==> src/hw/ops_pkg.sv <==
// Constants, field layout and carriers for the operator panel status block
package ops_pkg;
    localparam int OPS_AW = 8;
    localparam logic [7:0] OPS_OFS_STATUS = 8'h00;
    localparam logic [7:0] OPS_OFS_CONTROL = 8'h04;
    localparam logic [7:0] OPS_OFS_REG1 = 8'h08;
    localparam logic [7:0] OPS_OFS_REG2 = 8'h0C;
    localparam logic [7:0] OPS_OFS_COMMAND = 8'h10;
    localparam logic [7:0] OPS_OFS_PROC = 8'h14;
    localparam logic [15:0] OPS_STATUS_RST = 16'h0000;
    localparam logic [7:0] OPS_CONTROL_RST = 8'h00;
    // Basic status fields
    localparam int ST_SEL_LO = 0;
    localparam int ST_SEL_HI = 2;
    localparam int ST_XFORM = 3;
    localparam int ST_CMP_FETCH = 4;
    localparam int ST_CMP_STORE = 5;
    localparam int ST_CHK_STOP = 6;
    localparam int ST_ACT_LO = 8;
    localparam int ST_ACT_HI = 10;
    localparam int ST_INIT = 11;
    localparam int ST_STOP_COND = 12;
    localparam int ST_EQUIP = 13;
    localparam int ST_ENABLE = 14;
    localparam int ST_IRQ = 15;
    localparam logic [15:0] ST_IRQ_SRC = 16'h3770;
    // Control register fields
    localparam int CT_STOP_FETCH = 0;
    localparam int CT_STOP_STORE = 1;
    localparam int CT_STOP_CHECK = 2;
    localparam int CT_ENTRY_EN = 3;
    localparam int CT_ACCESS_R2 = 4;
    localparam int CT_STOPPED = 5;
    localparam int CT_ATTN = 6;
    localparam int CT_KEY_LOCK = 7;
    // Action codes
    localparam logic [2:0] ACT_START = 3'h3;
    localparam logic [2:0] ACT_STOP = 3'h6;
    // Commands
    localparam logic [7:0] CMD_RESET_CONTROL = 8'h01;
    localparam logic [7:0] CMD_RESET_STATUS = 8'h02;
    localparam logic [7:0] CMD_RESET_DEVICE = 8'h03;
    localparam logic [3:0] OPS_DIGIT_W = 4'h4;

    typedef struct packed {
        logic [7:0] selBtn;
        logic [7:0] actBtn;
        logic transformBtn;
        logic enableBtn;
        logic clearPanelBtn;
        logic lastLevelBtn;
        logic accessReg1Btn;
        logic accessReg2Btn;
        logic keyStrobe;
        logic [3:0] keyDigit;
    } ops_buttons_s;

    typedef struct packed {
        logic [3:0] curLevel;
        logic [3:0] lastLevel;
        logic [1:0] progMode;
        logic logicalAddr;
        logic primaryPsv;
        logic cmpFetchHit;
        logic cmpStoreHit;
        logic checkEvent;
        logic panelError;
    } ops_proc_s;

    typedef struct packed {
        logic panelCheck;
        logic keyboardLocked;
        logic translationActive;
        logic [3:0] modeLamps;
        logic psvPrimary;
        logic [3:0] levelDisplay;
        logic stopFetch;
        logic stopStore;
        logic stopCheck;
        logic procStopped;
        logic reg1Lamp;
        logic reg2Lamp;
        logic attention;
    } ops_lamps_s;
endpackage

==> src/hw/ops_panel_status.sv <==
// Operator panel status register bank with APB slave and indicator drive
// Function
// - Hold a 16-bit basic status word of buttons, compares, errors, interrupt state.
// - Host can write status bits; pushbuttons also set some.
// - Bits 0-2 encode last selection pushbutton, 000 none to 111 address control.
// - Invalid host command raises system check; lights panel check when panel entry enabled (control bit 3).
// - Clear-panel pushbutton extinguishes the panel check indicator.
// - Locked keypad ignores its pushbuttons and lights keyboard-locked indicator.
// - Keypad digits shift into the currently selected 32-bit panel register.
// - Translation indicator lit under logical addressing, dark under real.
// - Light one of four mode indicators matching processor execution mode.
// - Vector indicator lit for primary vector, dark for secondary.
// - Level display shows current level, or last level while button held.
// - Start or stop with panel enabled requests level 0 and records button.
// - Separate indicators for compare fetch, compare store, check stop, processor stopped.
// - Bit 15 set by bits 4,5,6,8,9,10,12,13; with bit 14 interrupts, blocks buttons.
// - Bit 14 is software set/cleared, cleared by control reset; off blocks interrupt.
// - Control bit 7 locks all but five buttons; set by stop conditions or errors.
// - Control bit 4 selects register 2, else register 1, and drives register lamps.
`timescale 1ns/1ps
module ops_panel_status
    import ops_pkg::*;
(
    input wire logic sys_clk,
    input wire logic reset_n,
    input wire logic psel,
    input wire logic penable,
    input wire logic pwrite,
    input wire logic [31:0] paddr,
    input wire logic [31:0] pwdata,
    output logic [31:0] prdata,
    output logic pready,
    output logic pslverr,
    input wire ops_buttons_s buttons,
    input wire ops_proc_s proc,
    output ops_lamps_s lamps,
    output logic systemCheck,
    output logic level0Request
);
    logic [15:0] status_q, status_d;
    logic [7:0] control_q, control_d;
    logic [31:0] reg1_q, reg1_d, reg2_q, reg2_d;
    logic panelCheck_q;
    logic sysCheck_q;
    logic irq_q;
    logic [31:0] prdata_q;
    logic pready_q, pslverr_q;
    ops_buttons_s btnPrev_q;
    ops_lamps_s lamps_q, lamps_d;

    // Bus decode
    wire logic setupPhase = psel & ~penable;
    wire logic busDone = psel & penable & pready_q;
    wire logic [7:0] offs = paddr[OPS_AW-1:0];
    wire logic inRange = (paddr[31:OPS_AW] == '0) & (paddr[1:0] == 2'h0);
    wire logic hitStatus = inRange & (offs == OPS_OFS_STATUS);
    wire logic hitControl = inRange & (offs == OPS_OFS_CONTROL);
    wire logic hitReg1 = inRange & (offs == OPS_OFS_REG1);
    wire logic hitReg2 = inRange & (offs == OPS_OFS_REG2);
    wire logic hitCommand = inRange & (offs == OPS_OFS_COMMAND);
    wire logic hitProc = inRange & (offs == OPS_OFS_PROC);
    wire logic mapped = hitStatus | hitControl | hitReg1 | hitReg2 | hitCommand | hitProc;
    wire logic wrDone = busDone & pwrite & mapped;
    wire logic wrStatus = wrDone & hitStatus;
    wire logic wrControl = wrDone & hitControl;
    wire logic wrReg1 = wrDone & hitReg1;
    wire logic wrReg2 = wrDone & hitReg2;
    wire logic wrCommand = wrDone & hitCommand;

    // Commands
    wire logic [7:0] cmdCode = pwdata[7:0];
    wire logic cmdResetCtl = wrCommand & (cmdCode == CMD_RESET_CONTROL);
    wire logic cmdResetSt = wrCommand & (cmdCode == CMD_RESET_STATUS);
    wire logic cmdResetDev = wrCommand & (cmdCode == CMD_RESET_DEVICE);
    wire logic cmdInvalid = wrCommand & ~(cmdResetCtl | cmdResetSt | cmdResetDev);

    // Edge detection: one press gives one pulse
    wire ops_buttons_s rise = buttons & ~btnPrev_q;
    wire logic keyRise = buttons.keyStrobe & ~btnPrev_q.keyStrobe;

    // Button gating; while interrupt pending only enable/disable and last level work
    wire logic irqBlock = status_q[ST_IRQ] & status_q[ST_ENABLE];
    wire logic locked = control_q[CT_KEY_LOCK];
    wire logic entryEn = control_q[CT_ENTRY_EN];
    wire logic btnOpen = entryEn & ~irqBlock;
    wire logic lockedOpen = btnOpen & ~locked;
    // Five buttons survive the lock: start, stop, enable, clear, last level
    wire logic startPress = btnOpen & rise.actBtn[ACT_START];
    wire logic stopPress = btnOpen & rise.actBtn[ACT_STOP];
    wire logic clearPress = btnOpen & rise.clearPanelBtn;
    wire logic enablePress = rise.enableBtn;
    wire logic [7:0] actLive = lockedOpen ? rise.actBtn : 8'h00;
    wire logic [7:0] selLive = lockedOpen ? rise.selBtn : 8'h00;
    wire logic keyLive = lockedOpen & keyRise;

    // Priority encoders, highest index wins on a simultaneous press
    logic [2:0] selCode, actCode;
    always_comb
    begin
        selCode = 3'h0;
        actCode = 3'h0;
        for (int i = 1; i < 8; i++)
        begin
            if (selLive[i])
                selCode = 3'(i);
            if (actLive[i])
                actCode = 3'(i);
        end
    end
    wire logic anySel = |selLive[7:1];
    wire logic anyAct = |actLive | startPress | stopPress;
    wire logic [2:0] actFinal = stopPress ? ACT_STOP : (startPress ? ACT_START : actCode);

    // Stop conditions from the processor and from an invalid host command
    wire logic hitFetch = proc.cmpFetchHit & control_q[CT_STOP_FETCH];
    wire logic hitStore = proc.cmpStoreHit & control_q[CT_STOP_STORE];
    wire logic hitCheck = (proc.checkEvent | cmdInvalid) & control_q[CT_STOP_CHECK];
    wire logic stopCond = hitFetch | hitStore | hitCheck;

    // Status next value: hardware sets win over a same-cycle software write
    logic [15:0] stSet, stBase;
    always_comb
    begin
        stBase = status_q;
        if (wrStatus)
            stBase = pwdata[15:0];
        if (cmdResetSt | cmdResetDev)
            stBase = OPS_STATUS_RST;
        if (cmdResetCtl)
            stBase[ST_ENABLE] = 1'b0;
        if (anySel)
            stBase[ST_SEL_HI:ST_SEL_LO] = selCode;
        if (anyAct)
            stBase[ST_ACT_HI:ST_ACT_LO] = actFinal;
        stSet = '0;
        stSet[ST_XFORM] = lockedOpen & rise.transformBtn;
        stSet[ST_CMP_FETCH] = hitFetch;
        stSet[ST_CMP_STORE] = hitStore;
        stSet[ST_CHK_STOP] = hitCheck;
        stSet[ST_STOP_COND] = stopCond;
        stSet[ST_EQUIP] = cmdInvalid;
        stSet[ST_INIT] = enablePress & ~status_q[ST_INIT];
        status_d = stBase | stSet;
        if (|(status_d & ST_IRQ_SRC))
            status_d[ST_IRQ] = 1'b1;
    end

    // Control next value
    always_comb
    begin
        control_d = control_q;
        if (wrControl)
            control_d = pwdata[7:0];
        if (cmdResetCtl | cmdResetDev)
            control_d = OPS_CONTROL_RST;
        if (enablePress)
            control_d[CT_ENTRY_EN] = ~control_q[CT_ENTRY_EN];
        if (lockedOpen & rise.accessReg2Btn)
            control_d[CT_ACCESS_R2] = 1'b1;
        if (lockedOpen & rise.accessReg1Btn)
            control_d[CT_ACCESS_R2] = 1'b0;
        if (clearPress)
        begin
            control_d[CT_ACCESS_R2] = 1'b0;
            control_d[CT_ATTN] = 1'b0;
        end
        if (stopCond | stopPress)
            control_d[CT_STOPPED] = 1'b1;
        // A system check locks the keypad even when stop on check is off
        if (stopCond | proc.panelError | proc.checkEvent | cmdInvalid)
            control_d[CT_KEY_LOCK] = 1'b1;
    end

    // Panel registers: a digit enters the units end and shifts left
    wire logic [31:0] reg1Shift = {reg1_q[31-OPS_DIGIT_W:0], buttons.keyDigit};
    wire logic [31:0] reg2Shift = {reg2_q[31-OPS_DIGIT_W:0], buttons.keyDigit};
    wire logic selR2 = control_q[CT_ACCESS_R2];
    always_comb
    begin
        reg1_d = wrReg1 ? pwdata : reg1_q;
        reg2_d = wrReg2 ? pwdata : reg2_q;
        if (keyLive & ~selR2)
            reg1_d = reg1Shift;
        if (keyLive & selR2)
            reg2_d = reg2Shift;
        if (clearPress | cmdResetDev)
        begin
            reg1_d = '0;
            reg2_d = '0;
        end
    end

    // Indicators
    always_comb
    begin
        lamps_d = '0;
        // A new check wins over a clear in the same cycle, so no check is lost
        lamps_d.panelCheck = (panelCheck_q & ~clearPress) | (cmdInvalid & entryEn);
        lamps_d.keyboardLocked = control_d[CT_KEY_LOCK];
        lamps_d.translationActive = proc.logicalAddr;
        lamps_d.modeLamps = 4'(4'h1 << proc.progMode);
        lamps_d.psvPrimary = proc.primaryPsv;
        lamps_d.levelDisplay = buttons.lastLevelBtn ? proc.lastLevel : proc.curLevel;
        lamps_d.stopFetch = control_d[CT_STOP_FETCH];
        lamps_d.stopStore = control_d[CT_STOP_STORE];
        lamps_d.stopCheck = control_d[CT_STOP_CHECK];
        lamps_d.procStopped = control_d[CT_STOPPED];
        lamps_d.reg1Lamp = ~control_d[CT_ACCESS_R2];
        lamps_d.reg2Lamp = control_d[CT_ACCESS_R2];
        lamps_d.attention = control_d[CT_ATTN];
    end

    // Read mux; registered at setup so prdata is a flop
    logic [31:0] rdMux;
    always_comb
    begin
        rdMux = '0;
        if (hitStatus)
            rdMux = {16'h0000, status_q};
        if (hitControl)
            rdMux = {24'h000000, control_q};
        if (hitReg1)
            rdMux = reg1_q;
        if (hitReg2)
            rdMux = reg2_q;
        if (hitProc)
            rdMux = {20'h00000, proc.primaryPsv, proc.logicalAddr, proc.progMode,
                     proc.lastLevel, proc.curLevel};
    end

    always_ff @(posedge sys_clk or negedge reset_n)
    begin
        if (!reset_n)
        begin
            pready_q <= 1'b0;
            pslverr_q <= 1'b0;
            prdata_q <= '0;
        end
        else
        begin
            pready_q <= setupPhase;
            pslverr_q <= setupPhase & ~mapped;
            if (setupPhase)
                prdata_q <= pwrite ? 32'h0000_0000 : rdMux;
        end
    end

    always_ff @(posedge sys_clk or negedge reset_n)
    begin
        if (!reset_n)
        begin
            status_q <= OPS_STATUS_RST;
            control_q <= OPS_CONTROL_RST;
            reg1_q <= '0;
            reg2_q <= '0;
            panelCheck_q <= 1'b0;
            sysCheck_q <= 1'b0;
            irq_q <= 1'b0;
            btnPrev_q <= '0;
            lamps_q <= '0;
        end
        else
        begin
            status_q <= status_d;
            control_q <= control_d;
            reg1_q <= reg1_d;
            reg2_q <= reg2_d;
            panelCheck_q <= lamps_d.panelCheck;
            sysCheck_q <= cmdInvalid;
            irq_q <= status_d[ST_IRQ] & status_d[ST_ENABLE];
            btnPrev_q <= buttons;
            lamps_q <= lamps_d;
        end
    end

    assign prdata = prdata_q;
    assign pready = pready_q;
    assign pslverr = pslverr_q;
    assign lamps = lamps_q;
    assign systemCheck = sysCheck_q;
    assign level0Request = irq_q;

    // Checks; lamp checks skip the first edge after reset, where lamps hold reset values
    a_invalid_syscheck: assert property (@(posedge sys_clk) disable iff (!reset_n)
        cmdInvalid |=> systemCheck && status_q[ST_EQUIP])
        else $error("invalid command without system check");
    a_check_lamp_lit: assert property (@(posedge sys_clk) disable iff (!reset_n)
        (cmdInvalid && entryEn) |=> lamps.panelCheck)
        else $error("panel check not lit by invalid command");
    a_clear_check_off: assert property (@(posedge sys_clk) disable iff (!reset_n)
        (clearPress && !cmdInvalid) |=> !lamps.panelCheck)
        else $error("panel check survived clear panel");
    a_lock_no_key: assert property (@(posedge sys_clk) disable iff (!reset_n)
        (locked && keyRise && !wrReg1 && !wrReg2 && !clearPress && !cmdResetDev && !wrControl
        && !cmdResetCtl) |=> $stable(reg1_q) && $stable(reg2_q) && lamps.keyboardLocked)
        else $error("locked keypad changed state");
    a_trans_psv_lamp: assert property (@(posedge sys_clk) disable iff (!reset_n)
        $past(reset_n) |-> lamps.translationActive == $past(proc.logicalAddr)
        && lamps.psvPrimary == $past(proc.primaryPsv))
        else $error("translation or vector lamp wrong");
    a_mode_onehot: assert property (@(posedge sys_clk) disable iff (!reset_n)
        $past(reset_n) |-> $onehot(lamps.modeLamps))
        else $error("mode lamps not one-hot");
    a_level_shown: assert property (@(posedge sys_clk) disable iff (!reset_n)
        $past(reset_n) |-> lamps.levelDisplay == ($past(buttons.lastLevelBtn)
        ? $past(proc.lastLevel) : $past(proc.curLevel)))
        else $error("level display wrong");
    a_key_shift_reg: assert property (@(posedge sys_clk) disable iff (!reset_n)
        (keyLive && !selR2 && !clearPress && !cmdResetDev) |=> reg1_q[3:0] == $past(buttons.keyDigit))
        else $error("keypad digit not entered");
    a_irq_needs_enable: assert property (@(posedge sys_clk) disable iff (!reset_n)
        level0Request == (status_q[ST_ENABLE] && status_q[ST_IRQ]))
        else $error("interrupt while panel disabled");
    a_blocked_no_sel: assert property (@(posedge sys_clk) disable iff (!reset_n)
        (irqBlock && !wrStatus && !cmdResetSt && !cmdResetDev)
        |=> $stable(status_q[ST_SEL_HI:ST_SEL_LO]))
        else $error("selection accepted while interrupt pending");
    a_irq_bit_source: assert property (@(posedge sys_clk) disable iff (!reset_n)
        (status_q & ST_IRQ_SRC) != 16'h0000 |-> status_q[ST_IRQ])
        else $error("interrupt bit missing");
    a_start_records: assert property (@(posedge sys_clk) disable iff (!reset_n)
        (startPress && !stopPress) |=> status_q[ST_ACT_HI:ST_ACT_LO] == ACT_START ##1
        (!status_q[ST_ENABLE] || level0Request))
        else $error("start press not recorded");
    a_stop_locks: assert property (@(posedge sys_clk) disable iff (!reset_n)
        stopCond |=> control_q[CT_KEY_LOCK] && control_q[CT_STOPPED] ##1 lamps.keyboardLocked)
        else $error("stop condition did not lock keypad");
    a_check_locks: assert property (@(posedge sys_clk) disable iff (!reset_n)
        (cmdInvalid || proc.checkEvent) |=> control_q[CT_KEY_LOCK])
        else $error("system check did not lock keypad");
    a_reg_lamp_sel: assert property (@(posedge sys_clk) disable iff (!reset_n)
        $past(reset_n) |-> lamps.reg2Lamp == control_q[CT_ACCESS_R2]
        && lamps.reg1Lamp != lamps.reg2Lamp)
        else $error("register lamps wrong");
    c_start_irq: cover property (@(posedge sys_clk) disable iff (!reset_n)
        startPress ##[1:3] level0Request);
    c_invalid_cmd: cover property (@(posedge sys_clk) disable iff (!reset_n) cmdInvalid);
    c_key_entry: cover property (@(posedge sys_clk) disable iff (!reset_n) keyLive && selR2);
    c_lock_refused: cover property (@(posedge sys_clk) disable iff (!reset_n) locked && keyRise);
    c_blocked_enable: cover property (@(posedge sys_clk) disable iff (!reset_n)
        irqBlock && enablePress);
endmodule // ops_panel_status

==> config.mk <==
export PLATFORM = sky130hd
export DESIGN_NAME = ops_panel_status
export DESIGN_NICKNAME = d
export VERILOG_FILES = /design/src/hw/ops_pkg.sv /design/src/hw/ops_panel_status.sv
export SDC_FILE = /design/constraint.sdc
export NUM_CORES = 1
export LEC_CHECK = 0
export BUFFER_PORTS_ARGS = -buffer_cell sky130_fd_sc_hd__buf_2
export CORE_MARGIN = 10
export CORE_UTILIZATION = 40
export DETAILED_ROUTE_END_ITERATION = 8
export GPL_ROUTABILITY_DRIVEN = 0
export PLACE_DENSITY = 0.71
export SLEW_MARGIN = 0
export SYNTH_ARGS = -nofsm -noshare
export SYNTH_HDL_FRONTEND = slang
export SYNTH_SLANG_ARGS = --single-unit
==> constraint.sdc <==
create_clock -name sys_clk -period 2.7 [get_ports sys_clk]
set_input_delay 0 -clock sys_clk [delete_from_list [all_inputs] [get_ports sys_clk]]
set_output_delay 0 -clock sys_clk [all_outputs]
set_load 0.01 [all_outputs]
**After elaboration in Yosys (flattened, before gate mapping)**

Cells that the tools add are included.

- Register bits: 170
- Memory bits (writable): 0
- Bits in read-only memories: 0
- Bits in latches: 0
- Memories kept: 0
- Output and inout port bits: 55
- Bits of input ports: 112
- Word-level logic and storage cells: 173

- Divide/modulo/power cells: 0
- Bitwise gates (word level): 76
- $lt $le $gt $ge: 0
- Reduce and logical (&&, ||, !) cells: 9
- Muxes and demuxes: 46
- Add/sub/neg operators: 0
- Equal/unequal tests: 8
- Shifts and indexed selects: 1
- Multipliers: 0

Operator list:

| kind | count |
|---|---|
| 32-bit 2-to-1 mux | 11 |
| 16-bit 2-to-1 mux | 3 |
| 1-bit bitwise AND | 42 |
| 3-bit 2-to-1 mux | 13 |
| 8-bit 2-to-1 mux | 4 |
| 27-bit bitwise AND | 1 |
| 27-bit inverter | 1 |
| 24-bit zero test | 1 |
| 1-bit bitwise OR | 20 |
| 8-bit by 2-bit == test with 1-bit output, second input constant | 2 |
| 8-bit by 4-bit == test with 1-bit output, second input constant | 2 |
| 8-bit by 5-bit == test with 1-bit output, second input constant | 2 |
| 16-bit by 14-bit bitwise OR with 16-bit output | 1 |
| 8-bit OR reduction | 2 |
| 1-bit 2-to-1 mux | 11 |
| 1-bit inverter | 11 |
| 3-bit nonzero test | 3 |
| 8-bit by 1-bit == test with 1-bit output, second input constant | 1 |
| 8-bit by 3-bit == test with 1-bit output, second input constant | 1 |
| 8-bit zero test | 1 |
| 7-bit OR reduction | 1 |
| 2-bit 2-to-1 mux | 3 |
| 4-bit 2-to-1 mux | 1 |
| 1-bit by 2-bit left shift with 4-bit output, first input constant | 1 |
| 2-bit zero test | 1 |

**Logic depth before layout (Yosys ltp)**

- Depth after elaboration: 22
- Mapped depth: 9
- Mapped depth without buffers: 6

**Worst setup path before layout**

No wires, ideal clock.

- Path type: register to register
- From: register pready_q, in the netlist pready
- To: register irq_q, in the netlist level0Request
- Stages on the path, launching flop included: 8
- Setup slack: 0.431 ns
- Data required time: 2.554 ns
- Path buffers: 1
- Arrival time: 2.124 ns
- Cell sequence: dfrtp_1 > nand4_1 > or3_1 > buf_6 > or4_1 > and3_4 > a311oi_2 > a41oi_1

- Word-level cells in the longest chain between the ends: 16
- Elaborated cells on any way between the ends: 24
- Classes of those cells: 5 x mux; 18 x bitwise; 1 x reduce/logical

RTL lines:

| item | RTL line | text |
|---|---|---|
| start: declaration | ops_panel_status.sv:47 | `logic pready_q, pslverr_q;` |
| start signal: assignment | ops_panel_status.sv:241 | `pready_q <= setupPhase;` |
| 1-bit bitwise AND * | ops_panel_status.sv:53 | `wire logic busDone = psel & penable & pready_q;` |
| 1-bit bitwise AND * (2 in series) | ops_panel_status.sv:63 | `wire logic wrDone = busDone & pwrite & mapped;` |
| 1-bit bitwise AND | ops_panel_status.sv:68 | `wire logic wrCommand = wrDone & hitCommand;` |
| 1-bit bitwise AND (on tied branches) | ops_panel_status.sv:72, ops_panel_status.sv:73 |  |
| 1-bit bitwise OR (2 in series) | ops_panel_status.sv:75 | `wire logic cmdInvalid = wrCommand & ~(cmdResetCtl \| cmdResetSt \| cmdResetDev);` |
| 1-bit inverter | ops_panel_status.sv:75 |  |
| 1-bit bitwise AND | ops_panel_status.sv:75 |  |
| 1-bit bitwise OR | ops_panel_status.sv:117 | `wire logic hitCheck = (proc.checkEvent \| cmdInvalid) & control_q[CT_STOP_CHECK];` |
| 1-bit bitwise AND | ops_panel_status.sv:117 |  |
| 1-bit bitwise OR | ops_panel_status.sv:118 | `wire logic stopCond = hitFetch \| hitStore \| hitCheck;` |
| 16-bit by 14-bit bitwise OR with 16-bit output * | ops_panel_status.sv:143 | `status_d = stBase \| stSet;` |
| 8-bit OR reduction | ops_panel_status.sv:144 | `if (\|(status_d & ST_IRQ_SRC))` |
| 1-bit 2-to-1 mux | ops_panel_status.sv:144 |  |
| 1-bit bitwise AND * | ops_panel_status.sv:270 | `irq_q <= status_d[ST_IRQ] & status_d[ST_ENABLE];` |
| end signal: assignment | ops_panel_status.sv:270 |  |
| end: declaration | ops_panel_status.sv:45 | `logic irq_q;` |

Every way passes the cells marked *; elsewhere a longest branch is shown, timed or not.
A chain may end at the register's enable or synchronous reset.

**Worst setup path after layout**

- From: register pready_q, in the netlist pready
- To: register control_q[7]

- Word-level cells in the longest chain between the ends: 16
- Elaborated cells on any way between the ends: 22
- Classes of those cells: 3 x mux; 19 x bitwise

RTL lines:

| item | RTL line | text |
|---|---|---|
| 1-bit bitwise AND * | ops_panel_status.sv:53 |  |
| 1-bit bitwise AND * (2 in series) | ops_panel_status.sv:63 |  |
| 1-bit bitwise AND | ops_panel_status.sv:68 |  |
| 1-bit bitwise AND (on tied branches) | ops_panel_status.sv:72, ops_panel_status.sv:73 |  |
| 1-bit bitwise OR (2 in series) | ops_panel_status.sv:75 |  |
| 1-bit inverter | ops_panel_status.sv:75 |  |
| 1-bit bitwise AND | ops_panel_status.sv:75 |  |
| 1-bit bitwise OR | ops_panel_status.sv:117 |  |
| 1-bit bitwise AND | ops_panel_status.sv:117 |  |
| 1-bit bitwise OR | ops_panel_status.sv:118 |  |
| 1-bit bitwise OR (3 in series) | ops_panel_status.sv:170 | `if (stopCond \| proc.panelError \| proc.checkEvent \| cmdInvalid)` |
| 1-bit 2-to-1 mux * | ops_panel_status.sv:170 |  |
| named net control_d[7] | ops_panel_status.sv:41 | `logic [7:0] control_q, control_d;` |
| end signal: assignment | ops_panel_status.sv:265 | `control_q <= control_d;` |
| end: declaration | ops_panel_status.sv:41 |  |

Mark *: on every way through the listed nets, which the timed path passes. The rest lies on a longest branch. The select of a mux whose other input is x is not followed.

==> flow_summary.ini <==
[floorplan]
die-area_um2 = 25360
core_area_um2 = 18890
row_count = 50
initial_core_util_pct = 41.05
io_pins = 167
chipWidth_um = 159.3
die_h_um = 159.3

[yosys]
synth_seq_cells = 157
synth-seq-area-share_pct = 50.65
yosys.area.top_type = dfrtp_1
yosysWarnings = 0
synthArstFlopShare_pct = 100.0
syn_inst = 728
synth_area_leaders = dfrtp_1 (51%), mux2i_1 (9.3%), a21o_1 (6.3%), nor3_1 (4.5%), nand2_1 (2.7%)
syn_avg_cell_area_um2 = 10.65
syn-cell-area_um2 = 7756
synth_flop_cell = dfrtp_1
synth_top_area_share_pct = 50.65
synth_edf_count = 0
syn-num-nets = 840
yosys.cell_types.count = 61

[routing]
wirelength_um = 24800
first_iter_violations = 750
vias = 6886
post_drt_wl_per_cell_um = 20.26
ant_nets = 0
drc_errors = 0
dr.pass1.iters = 5
viasPerCell = 5.626

[place]
place_ws_ps = 204.0
dp_cells = 1126
io_buffers = 165
place.detailed.hpwl_um = 17540

[critical_path]
cp_data_required_time_ps = 3050
cp_slowest_cell = nor4_2
critPathMaxStageDelay_ps = 670
critical_path_arrival_ps = 2960
path_cells = nand4_1 -> buf_4 -> nor4_2 -> buf_4 -> a2111oi_0 -> dlygate4sd3_1 -> nand3_1
critPathCaptureType = flop
path_max_fanout = 5
critPathKind = flop to flop
ff2ff_setup_slack_ps = 100
start_kind = flop
cp_common_cell = buf_4

[clock_tree]
cts_buffers = 17
cts_tree = yes
clock-sinks = 157
root_buffer = clkbuf_16
clk_pin_slew_ps = 60
clk_path_buf_depth = 2
clkLatencyLatePin_ps = 420
htree_num_levels = 4

[finish]
nFillCells = 1704
fin_util_pct = 53.45
area_growth_pct = 30.20
post_route_cells_drive_above_1_share_pct = 26.06
finalNonFillerCells = 1224
fin_nets = 1063

[power]
p_leak_nw = 5.322
vdd_drop_max_uv = 465.6
p_per_area_nw_per_um2 = 543.1

[sta]
worst_pin_slew_ps = 991.1
hold_viol_final = 0
slew_headroom_pct = 33.62
worst_slack_ps = 95.15
setup_viol = 0
timing.hold.ws_ps = 10.51
rsz0062_at_grt = no
clock.fmax_mhz = 383.9
skew_ps = 7.693
finalCritPeriodShare_pct = 96.48
fin_crit_ps = 2605
tns_ps = 0
slew_viol_final = 0

[grt]
antenna_found_initial = 1
grt_max_degree = 73
track_usage_pct = 19.39
grt-ovfl-total = 0
grt_pass1_vias = 7091
grt_pass1_wl_um = 39680

[worst_hold_path]
hold_class = input pin to flop

[outcome]
status = complete, no violations

[flow_run]
cap_violations = 0
-- Yosys cell counts, types with 2 or more instances --
| cell | count |
|---|---|
| a21o_1 | 65 |
| a21oi_1 | 14 |
| a221o_1 | 11 |
| a221oi_1 | 5 |
| a222oi_1 | 4 |
| a22o_1 | 5 |
| a22oi_1 | 20 |
| a2bb2oi_1 | 3 |
| a31o_2 | 2 |
| a31oi_1 | 3 |
| a32oi_1 | 2 |
| a41oi_1 | 3 |
| and4_1 | 3 |
| buf_2 | 10 |
| buf_4 | 12 |
| buf_6 | 10 |
| clkbuf_1 | 28 |
| dfrtp_1 | 157 |
| inv_1 | 17 |
| mux2_2 | 4 |
| mux2i_1 | 72 |
| nand2_1 | 55 |
| nand2b_1 | 7 |
| nand3_1 | 6 |
| nand4_1 | 9 |
| nor2_1 | 10 |
| nor2b_1 | 16 |
| nor3_1 | 69 |
| nor3b_1 | 2 |
| nor4_1 | 11 |
| nor4_2 | 4 |
| o21a_1 | 2 |
| o21ai_0 | 35 |
| o21ai_1 | 10 |
| o21bai_1 | 2 |
| o221ai_1 | 12 |
| or3_1 | 4 |
-- layer usage --
| layer | vias up | GRT usage [%] | wire length, um |
|---|---|---|---|
| li1 | 3163 | - | - |
| met1 | 3344 | 25.29 | 10410 |
| met2 | 333 | 30.41 | 11750 |
| met3 | 46 | 5.086 | 2097 |
| met4 | 0 | 6.950 | 546 |
| met5 | - | 0 | 0 |
-- cell type report --
class | count | area [um2] | area share (%)
Multi-Input combinational cell | 494 | 3448 | 34.15
Clock inverter | 9 | 112.6 | 1.115
Clock buffer | 22 | 464.2 | 4.597
Tap cell | 260 | 325.3 | 3.221
Sequential cell | 157 | 3929 | 38.90
Antenna cell | 1 | 2.502 | 0.02478
Inverter | 17 | 63.81 | 0.6319
Timing Repair Buffer | 264 | 1753 | 17.36
-- critical path: cells and delay by family, from the launching register on --
kind	cells	cell delay, ps
buf+inv	3	1080
simple gates	3	980
flops	1	340
compound gates	1	120
-- state kept, by name, summed over array words and instances (netlist names), 8 cells and up --
name,cells
prdata,32
control_q,8
status_q,16
reg2_q,32
reg1_q,32
lamps,12
btnPrev_q,21
-- report_power, final --
part,total (mW),internal [mW],switching [mW],leakage [nW]
Combinational,0.680,0.288,0.391,2.96
Sequential,2.45,2.42,0.0343,2.08
Clock,2.36,1.41,0.946,0.281
-- cells in the final DEF, fill, tap and decap left out, types with 3 or more instances in the layout --
cell type and n:
buf_2 164, dfrtp_1 157, mux2i_1 72, nor3_1 69, dlygate4sd3_1 66, a21o_1 65
nand2_1 55, o21ai_0 35, buf_4 32, a22oi_1 20, inv_1 17, clkbuf_16 17
nor2b_1 14, a21oi_1 13, o221ai_1 12, a221o_1 11, nor2_1 10, o21ai_1 10
nand4_1 9, nor4_1 9, nand2b_1 7, nand3_1 6, a22o_1 5, a221oi_1 5
mux2_2 4, or3_1 4, nor4_2 4, a222oi_1 4, and4_1 3, a31oi_1 3
a41oi_1 3, nor4_4 3, a2bb2oi_1 3, clkbuf_1 3, clkinv_4 3
-- worst paths after layout --
check / startpoint / end / cells after the start
max: pready / control_q[7] / 7
max in group asynchronous: reset_n / lamps[9] / 3
min reg2reg: prdata[26] / prdata[26] / 2
min in group asynchronous: reset_n / btnPrev_q[16] / 2
max reg2reg: pready / control_q[7] / 7
min: pwdata[31] / reg1_q[31] / 4
-- what timing repair did --
| action | CTS | global route |
|---|---|---|
| hold endpoints to repair | 145 | 0 |
| resized for setup | 0 | 2 |
| setup buffers | 0 | 0 |
| setup endpoints to repair | 0 | 1 |
| hold buffers | 66 | 0 |
-- kinds of logic (layout without fill, tap and decap cells) --
logic type	after synthesis	after routing	synth area share, %
AOI/OAI and AO/OA	212	212	19.81
buffers and inverters	77	312	5.436
DFF	157	157	50.65
muxes	76	76	9.873
other	0	1	0
and+or+nand+nor	206	206	14.23
-- through the flow --
step           power, mW  instance area, um2
2_1_floorplan      2.815                7756
3_3_place_gp       3.083                8846
3_5_place_dp       3.088                8846
4_1_cts            5.516               10080
5_1_grt            5.698               10100
6_report           5.484               10100
(Power assumes the default switching activity.)
